<file path="src/rtl/exc_seq_pkg.sv">
// constants and carrier types of the exception sequencer
// assumes a single 25 MHz system clock shared with the core pipeline
package exc_seq_pkg;
  localparam int ADDR_W      = 4;
  localparam int DATA_W      = 16;
  localparam int PC_W        = 24;
  localparam int NUM_SRC     = 16;
  localparam int STACK_DEPTH = 8;
  localparam int SP_W        = 3;

  // register indices on the plain register port
  localparam logic [ADDR_W-1:0] REG_CTRL        = 4'h0;
  localparam logic [ADDR_W-1:0] REG_STATUS      = 4'h1;
  localparam logic [ADDR_W-1:0] REG_FLAGS       = 4'h2;
  localparam logic [ADDR_W-1:0] REG_ENABLES     = 4'h3;
  localparam logic [ADDR_W-1:0] REG_RESET_CTRL  = 4'h4;
  localparam logic [ADDR_W-1:0] REG_STACK_LIMIT = 4'h5;
  localparam logic [ADDR_W-1:0] REG_TRAPS       = 4'h6;

  // control register fields
  localparam int CTRL_ALT_BIT     = 0;
  localparam int CTRL_OVF31_EN    = 1;
  localparam int CTRL_OVF39_EN    = 2;
  localparam int CTRL_W           = 3;

  // reset control register fields
  localparam int RC_WDT      = 0;
  localparam int RC_UNINIT   = 1;
  localparam int RC_ILLEGAL  = 2;
  localparam int RC_BROWNOUT = 3;
  localparam int RC_POR      = 4;
  localparam int RC_CONFLICT = 15;

  // trap pending bits
  localparam int TRAP_MATH  = 0;
  localparam int TRAP_ADDR  = 1;
  localparam int TRAP_STACK = 2;
  localparam int TRAP_OSC   = 3;
  localparam int NUM_TRAP   = 4;

  localparam logic [3:0] LVL_MATH     = 4'hb;
  localparam logic [3:0] LVL_ADDR     = 4'hc;
  localparam logic [3:0] LVL_STACK    = 4'hd;
  localparam logic [3:0] LVL_OSC      = 4'he;
  localparam logic [3:0] LVL_HARD_MIN = 4'hc;
  localparam logic [3:0] LVL_TRAP_MIN = 4'h8;

  localparam logic [PC_W-1:0]   RESET_VECTOR     = 24'h00_0000;
  localparam logic [PC_W-1:0]   PRIMARY_VEC_BASE = 24'h00_0004;
  localparam logic [PC_W-1:0]   ALT_VEC_BASE     = 24'h00_0104;
  localparam logic [5:0]        IRQ_VEC_FIRST   = 6'h08;
  localparam logic [DATA_W-1:0] STACK_UNDERFLOW = 16'h0800;

  localparam logic [DATA_W-1:0] RESET_CTRL_RST  = 16'h0010;
  localparam logic [DATA_W-1:0] STACK_LIMIT_RST = 16'hfffe;
  localparam logic [3:0]        LEVEL_RST       = 4'h0;

  typedef struct packed {
    logic [PC_W-1:0] pc;
    logic            lvl_msb;
    logic [7:0]      status_low_byte;
  } stack_frame_t;

  typedef enum logic [1:0] {ST_RESET, ST_FETCH0, ST_RUN} seq_state_t;
endpackage : exc_seq_pkg

</file>
<file path="src/rtl/reset_trap_interrupt_sequencer.sv">
// reset, trap and interrupt sequencing for a 16-bit signal controller core
// assumes the core pulses instr_start_in at each instruction boundary,
// after the previous instruction has completed, and reports error events
`timescale 1ns/10ps
module reset_trap_interrupt_sequencer (
  input  wire logic                     clk_in,
  input  wire logic                     nrst_in,
  // register port
  input  wire logic [3:0]               reg_addr_in,
  input  wire logic [15:0]              reg_wdata_in,
  input  wire logic                     reg_wr_in,
  input  wire logic                     reg_rd_in,
  output logic      [15:0]              reg_rdata_out,
  // core pipeline
  input  wire logic                     instr_start_in,
  input  wire logic [23:0]              pc_in,
  input  wire logic [7:0]               status_low_in,
  input  wire logic                     return_from_interrupt_op_in,
  // reset sources
  input  wire logic                     wdt_timeout_in,
  input  wire logic                     uninit_pointer_in,
  input  wire logic                     illegal_op_exec_in,
  input  wire logic                     illegal_op_flushed_in,
  input  wire logic                     brownout_reset_in,
  // trap sources
  input  wire logic                     div_zero_in,
  input  wire logic                     shift_oversize_in,
  input  wire logic                     acc_ovf31_in,
  input  wire logic                     acc_guard_used_in,
  input  wire logic                     acc_ovf39_in,
  input  wire logic                     saturation_on_in,
  input  wire logic                     misaligned_in,
  input  wire logic                     unimpl_data_in,
  input  wire logic                     unimpl_prog_in,
  input  wire logic                     vector_space_fetch_in,
  input  wire logic                     multiply_accumulate_class_cross_in,
  input  wire logic                     literal_jump_unimpl_in,
  input  wire logic                     pc_unimpl_exec_in,
  input  wire logic                     sp_load_in,
  input  wire logic [15:0]              sp_value_in,
  input  wire logic                     osc_fail_in,
  // interrupt sources
  input  wire logic [15:0]              irq_event_in,
  input  wire logic [47:0]              irq_priority_in,
  // outputs to core
  output logic                          core_reset_out,
  output logic                          fetch_start_out,
  output logic      [23:0]              fetch_addr_out,
  output logic                          vector_take_out,
  output logic                          hold_out,
  output logic                          div_abort_out,
  output logic                          restore_out,
  output logic      [23:0]              restore_pc_out,
  output logic      [7:0]               restore_status_out,
  output logic      [3:0]               processor_priority_level_out,
  output logic                          trap_level_msb_out
);

  exc_seq_pkg::seq_state_t   state;
  exc_seq_pkg::stack_frame_t stack_mem [exc_seq_pkg::STACK_DEPTH];
  logic [exc_seq_pkg::SP_W-1:0]   sp;
  logic [exc_seq_pkg::CTRL_W-1:0] core_control_reg;
  logic [15:0] interrupt_flag_regs;
  logic [15:0] interrupt_enable_regs;
  logic [15:0] reset_control_reg;
  logic [15:0] stack_limit_value;
  logic [exc_seq_pkg::NUM_TRAP-1:0] trap_pend;

  logic [3:0]  processor_priority_level;
  logic        sys_rst_req;
  logic        conflict;
  logic        err_reset;
  logic [exc_seq_pkg::NUM_TRAP-1:0] trap_new;
  logic        trap_any;
  logic [3:0]  trap_lvl;
  logic [1:0]  trap_idx;
  logic        irq_any;
  logic [2:0]  irq_prio;
  logic [3:0]  irq_idx;
  logic        take_trap;
  logic        take_irq;
  logic        take;
  logic [5:0]  vec_num;
  logic [23:0] next_vec_addr;
  logic [3:0]  hard_pend_top;
  logic [3:0]  new_hard_low;
  logic        ill_exec;

  assign processor_priority_level_out = processor_priority_level;

  // trap detection
  assign ill_exec = illegal_op_exec_in & ~illegal_op_flushed_in;
  always_comb begin
    trap_new = '0;
    trap_new[exc_seq_pkg::TRAP_MATH] = div_zero_in | shift_oversize_in
      | (core_control_reg[exc_seq_pkg::CTRL_OVF31_EN] & acc_ovf31_in
         & ~acc_guard_used_in)
      | (core_control_reg[exc_seq_pkg::CTRL_OVF39_EN] & acc_ovf39_in
         & ~saturation_on_in);
    trap_new[exc_seq_pkg::TRAP_ADDR] = misaligned_in | unimpl_data_in
      | unimpl_prog_in | vector_space_fetch_in
      | multiply_accumulate_class_cross_in;
    trap_new[exc_seq_pkg::TRAP_ADDR] = trap_new[exc_seq_pkg::TRAP_ADDR]
      | literal_jump_unimpl_in | pc_unimpl_exec_in;
    trap_new[exc_seq_pkg::TRAP_STACK] = sp_load_in
      & ((sp_value_in > stack_limit_value)
         | (sp_value_in < exc_seq_pkg::STACK_UNDERFLOW));
    trap_new[exc_seq_pkg::TRAP_OSC] = osc_fail_in;
  end

  // fixed trap priority, highest level wins
  always_comb begin
    trap_any = |trap_pend;
    trap_lvl = exc_seq_pkg::LVL_MATH;
    trap_idx = 2'(exc_seq_pkg::TRAP_MATH);
    if (trap_pend[exc_seq_pkg::TRAP_OSC]) begin
      trap_lvl = exc_seq_pkg::LVL_OSC;
      trap_idx = 2'(exc_seq_pkg::TRAP_OSC);
    end else if (trap_pend[exc_seq_pkg::TRAP_STACK]) begin
      trap_lvl = exc_seq_pkg::LVL_STACK;
      trap_idx = 2'(exc_seq_pkg::TRAP_STACK);
    end else if (trap_pend[exc_seq_pkg::TRAP_ADDR]) begin
      trap_lvl = exc_seq_pkg::LVL_ADDR;
      trap_idx = 2'(exc_seq_pkg::TRAP_ADDR);
    end
  end

  // hard trap conflict: a lower hard trap while a higher one is live
  always_comb begin
    hard_pend_top = 4'h0;
    new_hard_low  = 4'hf;
    if (trap_pend[exc_seq_pkg::TRAP_ADDR])  hard_pend_top = exc_seq_pkg::LVL_ADDR;
    if (trap_pend[exc_seq_pkg::TRAP_STACK]) hard_pend_top = exc_seq_pkg::LVL_STACK;
    if (trap_pend[exc_seq_pkg::TRAP_OSC])   hard_pend_top = exc_seq_pkg::LVL_OSC;
    if (processor_priority_level >= exc_seq_pkg::LVL_HARD_MIN && processor_priority_level > hard_pend_top) hard_pend_top = processor_priority_level;
    if (trap_new[exc_seq_pkg::TRAP_OSC])   new_hard_low = exc_seq_pkg::LVL_OSC;
    if (trap_new[exc_seq_pkg::TRAP_STACK]) new_hard_low = exc_seq_pkg::LVL_STACK;
    if (trap_new[exc_seq_pkg::TRAP_ADDR])  new_hard_low = exc_seq_pkg::LVL_ADDR;
  end
  assign conflict = (state == exc_seq_pkg::ST_RUN)
    & (|trap_new[exc_seq_pkg::TRAP_OSC:exc_seq_pkg::TRAP_ADDR])
    & (new_hard_low < hard_pend_top);
  assign err_reset = wdt_timeout_in | uninit_pointer_in | ill_exec
    | brownout_reset_in;
  assign sys_rst_req = (err_reset | conflict) & (state == exc_seq_pkg::ST_RUN);

  // interrupt request selection
  always_comb begin
    irq_any  = 1'b0;
    irq_prio = 3'h0;
    irq_idx  = 4'h0;
    for (int i = exc_seq_pkg::NUM_SRC - 1; i >= 0; i--) begin
      if (interrupt_flag_regs[i] & interrupt_enable_regs[i]) begin
        if (!irq_any || irq_priority_in[3*i +: 3] >= irq_prio) begin
          irq_any  = 1'b1;
          irq_prio = irq_priority_in[3*i +: 3];
          irq_idx  = 4'(i);
        end
      end
    end
  end

  // decision at an instruction boundary
  assign take_trap = (state == exc_seq_pkg::ST_RUN) & instr_start_in & trap_any
    & (trap_lvl > processor_priority_level);
  assign take_irq = (state == exc_seq_pkg::ST_RUN) & instr_start_in & ~take_trap
    & irq_any & ({1'b0, irq_prio} > processor_priority_level);
  assign take = take_trap | take_irq;

  always_comb begin
    if (take_trap) begin
      vec_num = {2'b00, trap_lvl - exc_seq_pkg::LVL_TRAP_MIN};
    end else begin
      vec_num = exc_seq_pkg::IRQ_VEC_FIRST + {2'b00, irq_idx};
    end
    next_vec_addr = (core_control_reg[exc_seq_pkg::CTRL_ALT_BIT]
      ? exc_seq_pkg::ALT_VEC_BASE : exc_seq_pkg::PRIMARY_VEC_BASE)
      + {17'h0_0000, vec_num, 1'b0};
  end

  // sequence state
  always_ff @(posedge clk_in or negedge nrst_in) begin
    if (!nrst_in) begin
      state <= exc_seq_pkg::ST_RESET;
    end else if (sys_rst_req) begin
      state <= exc_seq_pkg::ST_RESET;
    end else begin
      case (state)
        exc_seq_pkg::ST_RESET:  state <= exc_seq_pkg::ST_FETCH0;
        exc_seq_pkg::ST_FETCH0: state <= exc_seq_pkg::ST_RUN;
        exc_seq_pkg::ST_RUN:    state <= exc_seq_pkg::ST_RUN;
        default:                state <= exc_seq_pkg::ST_RESET;
      endcase
    end
  end

  // reset and fetch steering to the core
  always_ff @(posedge clk_in or negedge nrst_in) begin
    if (!nrst_in) begin
      core_reset_out  <= 1'b1;
      fetch_start_out <= 1'b0;
      fetch_addr_out  <= exc_seq_pkg::RESET_VECTOR;
      vector_take_out <= 1'b0;
    end else begin
      core_reset_out  <= sys_rst_req;
      fetch_start_out <= (state == exc_seq_pkg::ST_FETCH0) | take;
      vector_take_out <= take;
      if (state != exc_seq_pkg::ST_RUN || sys_rst_req) begin
        fetch_addr_out <= exc_seq_pkg::RESET_VECTOR;
      end else if (take) begin
        fetch_addr_out <= next_vec_addr;
      end
    end
  end

  // processor priority level
  always_ff @(posedge clk_in or negedge nrst_in) begin
    if (!nrst_in) begin
      processor_priority_level <= exc_seq_pkg::LEVEL_RST;
    end else if (sys_rst_req || state == exc_seq_pkg::ST_RESET) begin
      processor_priority_level <= exc_seq_pkg::LEVEL_RST;
    end else if (take_trap) begin
      processor_priority_level <= trap_lvl;
    end else if (take_irq) begin
      processor_priority_level <= {1'b0, irq_prio};
    end else if (return_from_interrupt_op_in) begin
      processor_priority_level <= {stack_mem[sp - 3'h1].lvl_msb, stack_mem[sp - 3'h1].status_low_byte[7:5]};
    end else if (reg_wr_in && reg_addr_in == exc_seq_pkg::REG_STATUS) begin
      processor_priority_level <= {processor_priority_level[3], reg_wdata_in[2:0]};
    end
  end

  always_ff @(posedge clk_in or negedge nrst_in) begin
    if (!nrst_in) begin
      trap_level_msb_out <= 1'b0;
    end else begin
      trap_level_msb_out <= processor_priority_level[3];
    end
  end

  // context stack
  always_ff @(posedge clk_in or negedge nrst_in) begin
    if (!nrst_in) begin
      sp                 <= '0;
      restore_out        <= 1'b0;
      restore_pc_out     <= 24'h00_0000;
      restore_status_out <= 8'h00;
    end else begin
      restore_out <= 1'b0;
      if (sys_rst_req || state == exc_seq_pkg::ST_RESET) begin
        sp <= '0;
      end else if (take) begin
        stack_mem[sp] <= '{pc: pc_in, lvl_msb: processor_priority_level[3],
                           status_low_byte: {processor_priority_level[2:0], status_low_in[4:0]}};
        sp <= sp + 3'h1;
      end else if (return_from_interrupt_op_in) begin
        restore_out        <= 1'b1;
        restore_pc_out     <= stack_mem[sp - 3'h1].pc;
        restore_status_out <= stack_mem[sp - 3'h1].status_low_byte;
        sp <= sp - 3'h1;
      end
    end
  end

  // trap pending flags, cleared as the vector is taken; new detection wins
  always_ff @(posedge clk_in or negedge nrst_in) begin
    if (!nrst_in) begin
      trap_pend     <= '0;
      hold_out      <= 1'b0;
      div_abort_out <= 1'b0;
    end else if (sys_rst_req || state != exc_seq_pkg::ST_RUN) begin
      trap_pend     <= '0;
      hold_out      <= 1'b0;
      div_abort_out <= 1'b0;
    end else begin
      for (int t = 0; t < exc_seq_pkg::NUM_TRAP; t++) begin
        if (trap_new[t]) begin
          trap_pend[t] <= 1'b1;
        end else if (take_trap && trap_idx == 2'(t)) begin
          trap_pend[t] <= 1'b0;
        end
      end
      hold_out <= (|trap_new[exc_seq_pkg::TRAP_OSC:exc_seq_pkg::TRAP_ADDR])
        | (|(trap_pend[exc_seq_pkg::TRAP_OSC:exc_seq_pkg::TRAP_ADDR])
           & ~(take_trap && trap_lvl >= exc_seq_pkg::LVL_HARD_MIN));
      div_abort_out <= div_zero_in;
    end
  end

  // interrupt flags and enables; an event beats a clearing write
  always_ff @(posedge clk_in or negedge nrst_in) begin
    if (!nrst_in) begin
      interrupt_flag_regs   <= 16'h0000;
      interrupt_enable_regs <= 16'h0000;
      core_control_reg      <= '0;
      stack_limit_value     <= exc_seq_pkg::STACK_LIMIT_RST;
    end else if (sys_rst_req) begin
      interrupt_flag_regs   <= 16'h0000;
      interrupt_enable_regs <= 16'h0000;
      core_control_reg      <= '0;
      stack_limit_value     <= exc_seq_pkg::STACK_LIMIT_RST;
    end else begin
      if (reg_wr_in && reg_addr_in == exc_seq_pkg::REG_FLAGS) begin
        interrupt_flag_regs <= reg_wdata_in | irq_event_in;
      end else begin
        interrupt_flag_regs <= interrupt_flag_regs | irq_event_in;
      end
      if (reg_wr_in && reg_addr_in == exc_seq_pkg::REG_ENABLES) begin
        interrupt_enable_regs <= reg_wdata_in;
      end
      if (reg_wr_in && reg_addr_in == exc_seq_pkg::REG_CTRL) begin
        core_control_reg <= reg_wdata_in[exc_seq_pkg::CTRL_W-1:0];
      end
      if (reg_wr_in && reg_addr_in == exc_seq_pkg::REG_STACK_LIMIT) begin
        stack_limit_value <= reg_wdata_in;
      end
    end
  end

  // reset cause record, survives the internal reset; cause wins over a clear
  always_ff @(posedge clk_in or negedge nrst_in) begin
    if (!nrst_in) begin
      reset_control_reg <= exc_seq_pkg::RESET_CTRL_RST;
    end else begin
      if (reg_wr_in && reg_addr_in == exc_seq_pkg::REG_RESET_CTRL) begin
        reset_control_reg <= reg_wdata_in;
      end
      if (state == exc_seq_pkg::ST_RUN) begin
        if (wdt_timeout_in)    reset_control_reg[exc_seq_pkg::RC_WDT]     <= 1'b1;
        if (uninit_pointer_in) reset_control_reg[exc_seq_pkg::RC_UNINIT]  <= 1'b1;
        if (ill_exec)          reset_control_reg[exc_seq_pkg::RC_ILLEGAL] <= 1'b1;
        if (brownout_reset_in) reset_control_reg[exc_seq_pkg::RC_BROWNOUT] <= 1'b1;
        if (conflict)          reset_control_reg[exc_seq_pkg::RC_CONFLICT] <= 1'b1;
      end
    end
  end

  // register read, data one cycle after the strobe
  always_ff @(posedge clk_in or negedge nrst_in) begin
    if (!nrst_in) begin
      reg_rdata_out <= 16'h0000;
    end else if (reg_rd_in) begin
      case (reg_addr_in)
        exc_seq_pkg::REG_CTRL:        reg_rdata_out <= {13'h0000, core_control_reg};
        exc_seq_pkg::REG_STATUS:      reg_rdata_out <= {12'h000, processor_priority_level};
        exc_seq_pkg::REG_FLAGS:       reg_rdata_out <= interrupt_flag_regs;
        exc_seq_pkg::REG_ENABLES:     reg_rdata_out <= interrupt_enable_regs;
        exc_seq_pkg::REG_RESET_CTRL:  reg_rdata_out <= reset_control_reg;
        exc_seq_pkg::REG_STACK_LIMIT: reg_rdata_out <= stack_limit_value;
        exc_seq_pkg::REG_TRAPS:       reg_rdata_out <= {12'h000, trap_pend};
        default:                      reg_rdata_out <= 16'h0000;
      endcase
    end else begin
      reg_rdata_out <= 16'h0000;
    end
  end

endmodule : reset_trap_interrupt_sequencer

</file>
<file path="config.mk">
export PLATFORM = sky130hd
export DESIGN_NAME = reset_trap_interrupt_sequencer
export DESIGN_NICKNAME = d
export VERILOG_FILES = /design/src/rtl/exc_seq_pkg.sv /design/src/rtl/reset_trap_interrupt_sequencer.sv
export SDC_FILE = /design/constraint.sdc
export NUM_CORES = 1
export LEC_CHECK = 0
export ABC_AREA = 1
export BUFFER_PORTS_ARGS = -buffer_cell sky130_fd_sc_hd__buf_2
export CORE_MARGIN = 2
export CORE_UTILIZATION = 41
export DETAILED_ROUTE_END_ITERATION = 6
export SYNTH_ARGS = -nofsm -noshare
export SYNTH_HDL_FRONTEND = slang
export SYNTH_SLANG_ARGS = --single-unit
</file>
<file path="constraint.sdc">
create_clock -name clk_in -period 24.1 [get_ports clk_in]
set_clock_uncertainty 0.1 [all_clocks]
set_input_delay 3.615 -clock clk_in [delete_from_list [all_inputs] [get_ports clk_in]]
set_output_delay 3.615 -clock clk_in [all_outputs]
set_load 0.05 [all_outputs]
</file>
Word level (Yosys, flattened, before mapping) --
Memory sizes are Yosys's and may differ from the RTL's. Index checks and enable logic that the tools add are counted.
Storage, ports and cells: output and inout bits 83, flip-flop bits (word level) 159, logic and storage cells 343, bits in writable memories 264, latch bits 0, bits in read-only memories 0, bits of input ports 158, memories 1
Memory list:
- stack_mem | words 8, width 33, rd ports 1, clocked after Yosys merged registers in 0, write ports 1, line reset_trap_interrupt_sequencer.sv:60 | exc_seq_pkg::stack_frame_t stack_mem [exc_seq_pkg::STACK_DEPTH];
Operators by class: divide/modulo/power cells 0, add/sub/neg operators 5, magnitude comparators 23, mux-type cells 155, multiply operators 0, equality and inequality tests 12, shift-type cells 0, bitwise operators 58, reductions and logical operators 64
Operator list (count):
- $mux 4 | 43
- $mux 16 | 8
- $mux 3 | 40
- $pmux 16 s7 | 1
- $mux 1 | 55
- $mux 24 | 2
- $ge 3x3->1 | 15
- $and 1x1->1 | 32
- $or 16x16->16 | 2
- $logic_or 1x1->1 | 17
- $or 1x1->1 | 17
- $gt 16x16->1 | 1
- $lt 16x12->1 const B | 1
- $logic_not 1->1 | 15
- $reduce_bool 3->1 | 5
- $logic_and 1x1->1 | 13
- $eq 4x3->1 const B | 3
- $add 9x7->10 | 1
- $mux 9 | 1
- $eq 4x2->1 const B | 2
- $ge 4x4->1 const B | 2
- $gt 4x4->1 | 2
- $reduce_bool 2->1 | 4
- $not 1->1 | 7
- other kinds (21) | 28

Depth between registers and ports, before layout --
Gate-level depths: netlist of the first run.
depth after elaboration 69, depth in mapped cells 151, mapped depth without buffers 151

Worst setup path after synthesis of the first run --
No wires, ideal clock.
path kind input-to-reg, start in irq_priority_in[45], end mem stack_mem[0][0] (netlist bit), enable pin, cell stages on the path 133, data required time 23.536 ns, buffers on the path 0, data arrival time 21.229 ns, slack 2.306 ns, path through inv_1 -> nor2_1 -> ha_1 -> inv_1 -> nand2_1 -> nand3_1 -> nand2_1 -> nand2_2 -> o21ai_0 -> ha_1 -> a21oi_1 -> nand4_1 -> nand2_2 -> o21ai_0 -> ha_1 -> nand2_1 -> o2111ai_1 -> nand2_1 -> [97 not listed] -> inv_1 -> ha_1 -> a21oi_1 -> o2111ai_1 -> nand2_1 -> nand3_1 -> o21ai_1 -> inv_1 -> ha_1 -> inv_1 -> o21bai_1 -> a21oi_1 -> a2111oi_2 -> nor2_1 -> inv_2 -> and3_1 -> nand2_1 -> nor3_1
Between the ends: word-level cells in the longest chain between the ends 68, elaborated cells between the ends (all ways) 113, those cells by class order compare (16); mux (64); bitwise (3); reduce/logical (30)
Ends and longest elaborated chain:
- start, declared | line reset_trap_interrupt_sequencer.sv:44 | input wire logic [47:0] irq_priority_in,
- $mux 3 * | line reset_trap_interrupt_sequencer.sv:153 | if (interrupt_flag_regs[i] & interrupt_enable_regs[i]) begin
- $ge 3x3->1 | line reset_trap_interrupt_sequencer.sv:154 | if (!irq_any || irq_priority_in[3*i +: 3] >= irq_prio) begin
- $logic_or 1x1->1 | line reset_trap_interrupt_sequencer.sv:154
- $mux 3 / $mux 1 (equally long branches) | line reset_trap_interrupt_sequencer.sv:154
- $mux 3 / $mux 1 (equally long branches) | line reset_trap_interrupt_sequencer.sv:153
- $ge 3x3->1 / $logic_not 1->1 (equally long branches) | line reset_trap_interrupt_sequencer.sv:154
- $logic_or 1x1->1 | line reset_trap_interrupt_sequencer.sv:154
- $mux 3 / $mux 1 (equally long branches) | line reset_trap_interrupt_sequencer.sv:154
- [53 not listed]
- $gt 3x4->1 / $and 1x1->1 (equally long branches) | line reset_trap_interrupt_sequencer.sv:167 | & irq_any & ({1'b0, irq_prio} > processor_priority_level);
- $and 1x1->1 * | line reset_trap_interrupt_sequencer.sv:167
- $or 1x1->1 * | line reset_trap_interrupt_sequencer.sv:168 | assign take = take_trap | take_irq;
- named net take | line reset_trap_interrupt_sequencer.sv:82 | logic take;
- $mux 1 * | line reset_trap_interrupt_sequencer.sv:252 | end else if (take) begin
- $mux 1 * | line reset_trap_interrupt_sequencer.sv:250 | if (sys_rst_req || state == exc_seq_pkg::ST_RESET) begin
- $logic_and 1x1->1 (implied by the code) * | line reset_trap_interrupt_sequencer.sv:253 | stack_mem[sp] <= '{pc: pc_in, lvl_msb: processor_priority_level[3],
- $mux 1 (implied by the code) * | line reset_trap_interrupt_sequencer.sv:253
- end, declared | line reset_trap_interrupt_sequencer.sv:60
The timed path passes the listed nets; every way through them passes the cells marked *.

Final worst setup path of the first run --
start in irq_priority_in[45], end mem stack_mem[4][31] (netlist bit), enable pin
Same word-level chain as after synthesis.

==> results.md, run 1 <==
GRT:
- The residual overflow from global routing is 0.
- For met1 alone, demand over resource in global routing was 26.73%.
- The number of global-route vias before repair came to 14.18k.
- The layer flagged by global routing as most heavily used is met2.
- The number of antenna violations at the first check in global routing came to 12.
- The met2 capacity usage during global routing is 35.28%.
- The global-route usage over all layers is 21.14%.
- The first global-routing pass estimated 79030 um of wire.
- The maximum number of pins on one net before global-route repair is 85.
- Global routing used 4.756% of the available met3 tracks.

Timing:
- The worst path uses 90.51% of the clock period.
- The number of endpoints with negative hold slack in the final report came to 0.
- The worst slew margin relative to its limit is 30.58%.
- Setup slack on the critical path of the routed design comes to 2.287 ns.
- For the final routed database, the setup TNS stands at 0 ns.
- Setup repair after global routing left no endpoint under its margin.
- The final setup violation count is 0.
- For this run, the top clock speed supported by timing is 0.04584 GHz.
- The clock period minus final worst setup slack is 21.81 ns.
- The max-slew violation count is 0.
- For the pin with the worst max-slew slack, the measured transition is 1.040 ns.

Floorplan:
- The starting utilization of the core area is 41.36%.
- The floorplan has 79 rows.
- The die covers 48510 um2.
- The core outline area is 46360 um2.
- The height of the die is 220.3 um.
- In this run the count of I/O pins placed on the die edge is 241.
- From left edge to right edge, the die measures 220.3 um.

Job:
- The total of max-cap violations is 0.

Clock network:
- At the later pin of the worst-skew pair, clock insertion delay measures 0.58 ns.
- The number of sinks handled by clock tree synthesis is 406.
- TritonCTS created 43 clock buffers.
- The buffer depth of the longest clock path is 3.
- The tree is rooted in a sky130_fd_sc_hd__clkbuf_16.
- The count of H-tree levels built during CTS is 2.
- The register clock-pin slew on the reported worst setup and hold paths is 0.06 ns.
- The CTS tree is done.

Setup path:
- The most numerous cell type found on the critical path is sky130_fd_sc_hd__nand2_1.
- The category of the critical setup timing path is input pin to flop.
- The worst setup path is launched from an input pin.
- The sort of element at the end of the critical path is a flop.
- Data on the critical path is required at its endpoint by 24.22 ns.
- In this design, the stage delay of the slowest critical-path cell is 0.48 ns.
- Data arrives at the worst endpoint at 21.94 ns.
- The highest fanout seen on the critical path is 32.
- For flop-to-flop paths, the worst setup slack is 4.84 ns.
- For this design, the slowest cell found on the critical path is sky130_fd_sc_hd__a2111oi_4.

Yosys:
- The number of distinct library cells after synthesis is 50.
- After synthesis, the mean cell area works out to 10.41 um2.
- The Yosys step of the flow raised 0 warnings.
- The proportion of register bits with asynchronous set or reset after synthesis is 34.98%.
- Among all flip-flop cells after synthesis, the most frequent one is sky130_fd_sc_hd__edfxtp_1.
- The share of the Yosys chip area taken by registers is 59.99%.
- Measured against the total synthesized area, the mux share comes to 0.8222%.
- The synthesized instance count is 1842.
- The largest family of logic cells by synthesized area is compound AO/OA/AOI/OAI gates.
- The number of enable-type register cells in the synthesized netlist is 264.
- The synthesized netlist devotes 4.699% of its cell area to adder and majority cells.
- The total standard cell area after synthesis is 19170 um2.
- Summing the areas of all compound-gate instances in the mapped netlist gives 14.94% of the synthesized area.
- The xor/xnor share of the synthesized area is 0.1370%.
- The synthesized design contains 406 register bits.
- Of the total synthesized cell area, the portion taken by AND, OR, NAND and NOR gates is 13.71%.

Worst hold path:
- The tightest min-delay check is of the flop to flop type.

Final layout:
- Summing all flip-flop and latch instances after layout gives 11510 um2.
- The largest registers in the layout are stack_mem (264), restore_pc_out (24).
- The area of combinational cells with multiple inputs is 6719 um2.
- From synthesis to final layout, the design area changed by 17.35%.
- The final layout contains 2292 nets.
- The share of post-route cells with drive strength above 1 is 20.22%.
- The register with the most flip-flops in the final layout is stack_mem.
- The layout has 4251 filler cells.
- The utilization of the core after routing is 48.53%.
- The flip-flop count of the largest register after layout is 264.

Placement:
- Summed over all nets, the half-perimeter wirelength after detailed placement is 32230 um.
- The routability congestion estimate from global placement is 0.8673.
- Before CTS, the worst setup slack after placement is 1.315 ns.
- The number of I/O port buffers is 220.

Routing:
- In this run the remaining antenna-violating nets after routing total 0.
- The detailed router placed 14.41k vias in this run.
- The detailed-route vias per instance is 5.316.
- The detailed-route wire length per cell is 18.89 um.
- The DRC violation count after routing is 0.
- The routed design has 51210 um of wire.
- The first detailed-routing pass took 5 iterations.
- In this run, the number of DRC markers left after iteration 0 of detailed routing was 1008.

Power and ir drop:
- Across the VDD grid, the largest voltage drop is 0.00007647 V.
- Power spread over the standard cell area amounts to 128.6 nW/um2.
- The static leakage is 9.469 nW.

Run status:
- The flow ran to the end, and the final reports show no timing, DRC or antenna violations.
## layout make-up
type	count	area share [%]
Multi-Input combinational cell	1180	29.86
Sequential cell	406	51.14
Clock buffer	66	5.450
Antenna cell	7	0.07786
Timing Repair Buffer	250	6.045
Tap cell	607	3.376
Inverter	181	3.025
Clock inverter	14	1.023
## worst max-delay path: cells and delay by family
kind / cells / cell delay (ns)
AOI/OAI and AO/OA: 31 / 5.05
and+or+nand+nor: 66 / 6.55
buffers and inverters: 22 / 2.05
adders and majority gates: 16 / 4.58
## metal layers
| layer | part of all wire, % | wire (um) |
|---|---|---|
| met1 | 42 | 21400 |
| met2 | 47 | 24280 |
| met3 | 6.9 | 3521 |
| met4 | 3.8 | 1938 |
| met5 | 0.13 | 69 |
## logic make-up (layout without fill, tap and decap cells)
group	Yosys count	after routing
compound gates	481	481
xor+xnor	3	3
fa+ha+maj	72	72
buf+inv	273	511
flops	406	406
mux	14	14
other cells	1	24
simple gates	592	593
## synthesized netlist by cell type (22+ instances only)
| cell type | number | area [um2] |
|---|---|---|
| sky130_fd_sc_hd__inv_1 | 170 | 638.1 |
| sky130_fd_sc_hd__clkbuf_1 | 67 | 251.5 |
| sky130_fd_sc_hd__dfrtp_1 | 125 | 3128 |
| sky130_fd_sc_hd__nor2_1 | 217 | 814.5 |
| sky130_fd_sc_hd__o22ai_1 | 53 | 331.6 |
| sky130_fd_sc_hd__nand2_1 | 244 | 915.9 |
| sky130_fd_sc_hd__nand3_1 | 43 | 215.2 |
| sky130_fd_sc_hd__o21ai_0 | 238 | 1191 |
| sky130_fd_sc_hd__o221ai_1 | 30 | 262.8 |
| sky130_fd_sc_hd__ha_1 | 72 | 900.9 |
| sky130_fd_sc_hd__a31oi_1 | 22 | 137.6 |
| sky130_fd_sc_hd__o21a_1 | 29 | 217.7 |
| sky130_fd_sc_hd__a21oi_1 | 51 | 255.2 |
| sky130_fd_sc_hd__edfxtp_1 | 264 | 7928 |
## cells in the final DEF (no fill, tap or decap), types with 17 or more instances in the layout
master,Yosys,layout
sky130_fd_sc_hd__a31oi_1,22,22
sky130_fd_sc_hd__a211oi_1,17,17
sky130_fd_sc_hd__ha_1,72,72
sky130_fd_sc_hd__clkbuf_16,0,43
sky130_fd_sc_hd__o21a_1,29,29
sky130_fd_sc_hd__nand2_2,17,17
sky130_fd_sc_hd__nand2_1,244,244
sky130_fd_sc_hd__nor2_1,217,215
sky130_fd_sc_hd__conb_1,1,17
sky130_fd_sc_hd__nand3_1,43,43
sky130_fd_sc_hd__buf_4,17,25
sky130_fd_sc_hd__inv_1,170,170
sky130_fd_sc_hd__dfstp_2,17,17
sky130_fd_sc_hd__buf_2,0,219
sky130_fd_sc_hd__o221ai_1,30,30
sky130_fd_sc_hd__o22ai_1,53,53
sky130_fd_sc_hd__edfxtp_1,264,264
sky130_fd_sc_hd__o21ai_0,238,237
sky130_fd_sc_hd__dfrtp_1,125,124
sky130_fd_sc_hd__a21oi_1,51,51
## worst paths after layout
| kind | from | to | depth (start not counted) |
|---|---|---|---|
| min in group asynchronous | nrst_in | restore_pc_out[13]$_DFFE_PN0P_ | 1 |
| worst max-delay path | irq_priority_in[45] | stack_mem[4][31]$_DFFE_PP_ | 135 |
| worst min-delay path | fetch_addr_out[3]$_DFFE_PN0P_ | fetch_addr_out[3]$_DFFE_PN0P_ | 2 |
| worst max register to register | interrupt_flag_regs[15]$_DFF_PN0_ | stack_mem[4][31]$_DFFE_PP_ | 135 |
| worst min register to register | fetch_addr_out[3]$_DFFE_PN0P_ | fetch_addr_out[3]$_DFFE_PN0P_ | 2 |
| max in group asynchronous | nrst_in | interrupt_enable_regs[11]$_DFFE_PN0P_ | 2 |
## metrics by stage
| stage | cell area [um2] | total power [mW] | cells | hold slack, ns |
|---|---|---|---|---|
| final | 22500 | 2.893 | 2711 | 0.3649 |
| after global routing | 22490 | 3.119 | 2707 | 0.3982 |
| after CTS | 22400 | 2.899 | 2698 | 0.3752 |
| after detailed placement | 20940 | 2.209 | 2618 | 0.3617 |
| after global placement | 20940 | 2.178 | 2618 | 0.3549 |
| after floorplan | 19230 | 1.876 | 1858 | 0.3626 |
## power breakdown
group          internal [mW]  switching, mW  total, mW
clock                  0.408          0.274      0.682
sequential             0.847         0.0744      0.921
combinational          0.431          0.859       1.29
## repair_timing
item,4_1_cts,5_1_grt
hold buffers,0,0
setup buffers,0,5
endpoints found under the setup margin,0,214
resized for setup,0,6
No activity file was read; power rests on OpenSTA's default activity.
==> run 2, diff against run 1 <==
- clock period: 24.1 -> 17.7 ns (I/O delays scaled with it)
==> run 2 against run 1 <==
Net effect:
- the flow now finishes with violations (setup timing)
- sequential share of layout area down 6.2 points
- total power up 55%
- register-to-register slack lost 3.8 ns
- sequential power up 37%
- global-route usage is 1.1 points higher
- cell count rose by 7.2%
- critical path type unchanged
- highest routed layer unchanged
==> results.md, run 2 (synthesis gave the netlist of run 1 again) <==
Final layout:
- Counting the fill cells in the layout gives 3921.
- The area of combinational cells with multiple inputs is 7589 um2.
- The utilization of the core after routing is 55.28%.
- In the final layout, flip-flops and latches occupy 11510 um2.
- The area growth from synthesis to layout is 33.67%.
- The final instance count without filler cells is 2907.
- The register with the most flip-flops in the final layout is stack_mem.
- The final design area excluding fillers is 25630 um2.
- The most common library cell in the layout ignoring fill and taps is sky130_fd_sc_hd__edfxtp_1.
- Leaving out fill and tap cells, the most frequent cells in the layout are sky130_fd_sc_hd__edfxtp_1, sky130_fd_sc_hd__buf_2, sky130_fd_sc_hd__o21ai_0, sky130_fd_sc_hd__nor2_1, sky130_fd_sc_hd__nand2_1.
- The register with the most flip-flops in the layout has 264 of them.
- The share of post-route cells with drive strength above 1 is 33.45%.
- In the final layout, the registers with the most flip-flops are stack_mem (264), restore_pc_out (24).
- The final-stage net count is 2483.

Setup path:
- In this run the worst setup path begins at irq_priority_in[47].
- The critical path is of the input pin to flop type.
- The required time reported for the critical path endpoint is 17.86 ns.
- The stage delay of the slowest cell on the critical path is 0.36 ns.
- The critical path launch point type is an input pin.
- The library cell appearing most often on the critical path is sky130_fd_sc_hd__nand2_2.
- The critical path data arrival time is 18.32 ns.
- STA classifies the critical path endpoint as a flop.
- The largest individual stage delay along the critical path comes from the cell sky130_fd_sc_hd__a2111oi_4.
- In this run the critical register-to-register path is launched from interrupt_enable_regs[15]$_DFFE_PN0P_.
- The combined buffer and inverter count along the critical path is 27.
- Broken down by cell family, the worst path's largest delay share belongs to simple AND/OR/NAND/NOR gates.
- The highest fanout seen on the critical path is 12.

Routing:
- The final antenna-violating net count is 0.
- The first routing iteration left 1008 violations.
- The pre-antenna-repair detailed-routing pass consisted of 5 iterations.
- The total via count in the routed design is 15.58k.
- The final layout contains routed wiring with a total length of 57030 um.
- The detailed-route wire length per cell is 19.62 um.
- After detailed routing, the number of remaining DRC violations is 0.
- The detailed-route vias per instance is 5.358.

Timing:
- After layout, the worst path uses 102.6% of the clock period.
- The maximum clock frequency is 0.05504 GHz.
- The max-slew violation count came to 0.
- The worst slew margin relative to its limit is 25.24%.
- The setup total negative slack is -109.41 ns.
- The worst hold-check slack is 0.3801 ns.
- The final setup slack of the worst path is -0.4671 ns.
- Setup repair after global routing could not meet its margin everywhere.
- The clock period minus final worst setup slack is 18.17 ns.
- The final setup violation count is 301.
- The number of endpoints with negative hold slack in the final report is 0.
- For the pin with the worst max-slew slack, the measured transition is 1.114 ns.

GRT:
- The number of antenna violations at the first check in global routing is 17.
- The number of global-route vias before repair was 15.21k.
- The global-route wire length before repair is 83210 um.
- Global routing used 22.28% of the available tracks.
- The maximum number of pins on one net before global-route repair is 72.
- Global routing finished with a remaining overflow of 0.

Floorplan:
- The starting utilization of the core area is 41.36%.
- The number of standard-cell rows in the floorplan is 79.
- The core region is 46360 um2.
- The floorplan step defined a die boundary enclosing 48510 um2.
- The overall die width is 220.3 um.
- The height of the die is 220.3 um.
- The top-level port count is 241.

Worst hold path:
- The startpoint identified for the worst hold timing path is restore_pc_out[9]$_DFFE_PN0P_.
- The min-delay analysis places its worst path in the category flop to flop.

Power and ir drop:
- In this run switching power makes up 41.76% of total power.
- In this run, the clock network consumes 19.0% of the power.
- In this run the power density over the cells is 175.0 nW/um2.
- The analysis attributes to net switching a power of 1.873 mW.
- The post-route total power is 4.486 mW.
- In this run the static leakage power is 10.76 nW.
- The combinational fraction of design power is 52.9%.
- The highest ir drop seen on vdd is 0.0001004 V.
- The proportion of power drawn by flip-flops and latches is 28.1%.
- Internal power comes to 2.613 mW.

Placement:
- The minimum setup slack after placement is -1.420 ns.
- The total instance count after detailed placement is 2706.
- The number of I/O port buffers is 220.
- The wire-length estimate of the detail-placed layout is 33850 um.
- The post-placement cell area is 22060 um2.
- The routability congestion estimate from global placement is 0.8822.

Run status:
- The checks that failed: setup timing.
- The run finished, with violations left.

Clock network:
- The clock network latency to the later pin of the worst-skew pair is 0.56 ns.
- The root buffer cell chosen for the clock tree is sky130_fd_sc_hd__clkbuf_16.
- The CTS tree is done.
- The buffer depth of the longest clock path is 3.
- After clock tree synthesis, the clock-pin slew on the worst setup and hold paths is 0.06 ns.
- The number of buffers inserted during clock tree synthesis is 43.
- The number of sinks handled by clock tree synthesis is 406.
- For this design, the CTS-stage hold fixing added 0 buffers.
- The count of H-tree levels built during CTS is 2.

Job:
- The total of max-cap violations is 0.
[run 2: layout make-up]
cell class | instances | area share [%]
Clock inverter | 18 | 0.4296
Tap cell | 607 | 2.963
Inverter | 181 | 2.724
Sequential cell | 406 | 44.90
Timing Repair Buffer | 442 | 14.51
Clock buffer | 61 | 4.736
Antenna cell | 13 | 0.1269
Multi-Input combinational cell | 1179 | 29.61
[run 2: worst paths after layout]
check | endpoint | cells after the start | slack, ns
hold reg to reg | restore_pc_out[9]$_DFFE_PN0P_ | 1 | 0.38
setup reg to reg | stack_mem[0][17]$_DFFE_PP_ | 141 | 1.06
setup / recovery | stack_mem[0][17]$_DFFE_PP_ | 140 | -0.47
min in group asynchronous | restore_pc_out[12]$_DFFE_PN0P_ | 1 | 1.88
hold / removal | restore_pc_out[9]$_DFFE_PN0P_ | 1 | 0.38
max in group asynchronous | interrupt_flag_regs[7]$_DFF_PN0_ | 3 | 13.76
[run 2: metal layers]
layer	GRT usage, %	share of wire (%)
met1	28.19	40
met2	37.51	49
met3	4.289	6.3
met4	9.217	3.9
met5	0	0.11
[run 2: power groups by stage]
stage / Sequential [mW] / Clock, mW / Combinational [mW]
after floorplan: 1.39 / 0 / 1.26
after global placement: 1.27 / 0 / 1.95
after detailed placement: 1.27 / 0 / 1.99
after CTS: 1.26 / 0.863 / 2.12
after global routing: 1.27 / 0.902 / 2.62
final: 1.26 / 0.853 / 2.37
[run 2: timing repair]
item | 4_1_cts | 5_1_grt
setup buffers | 63 | 31
endpoints found under the setup margin | 312 | 313
resized for setup | 92 | 163
cloned | 16 | 14
pin swaps | 62 | 59
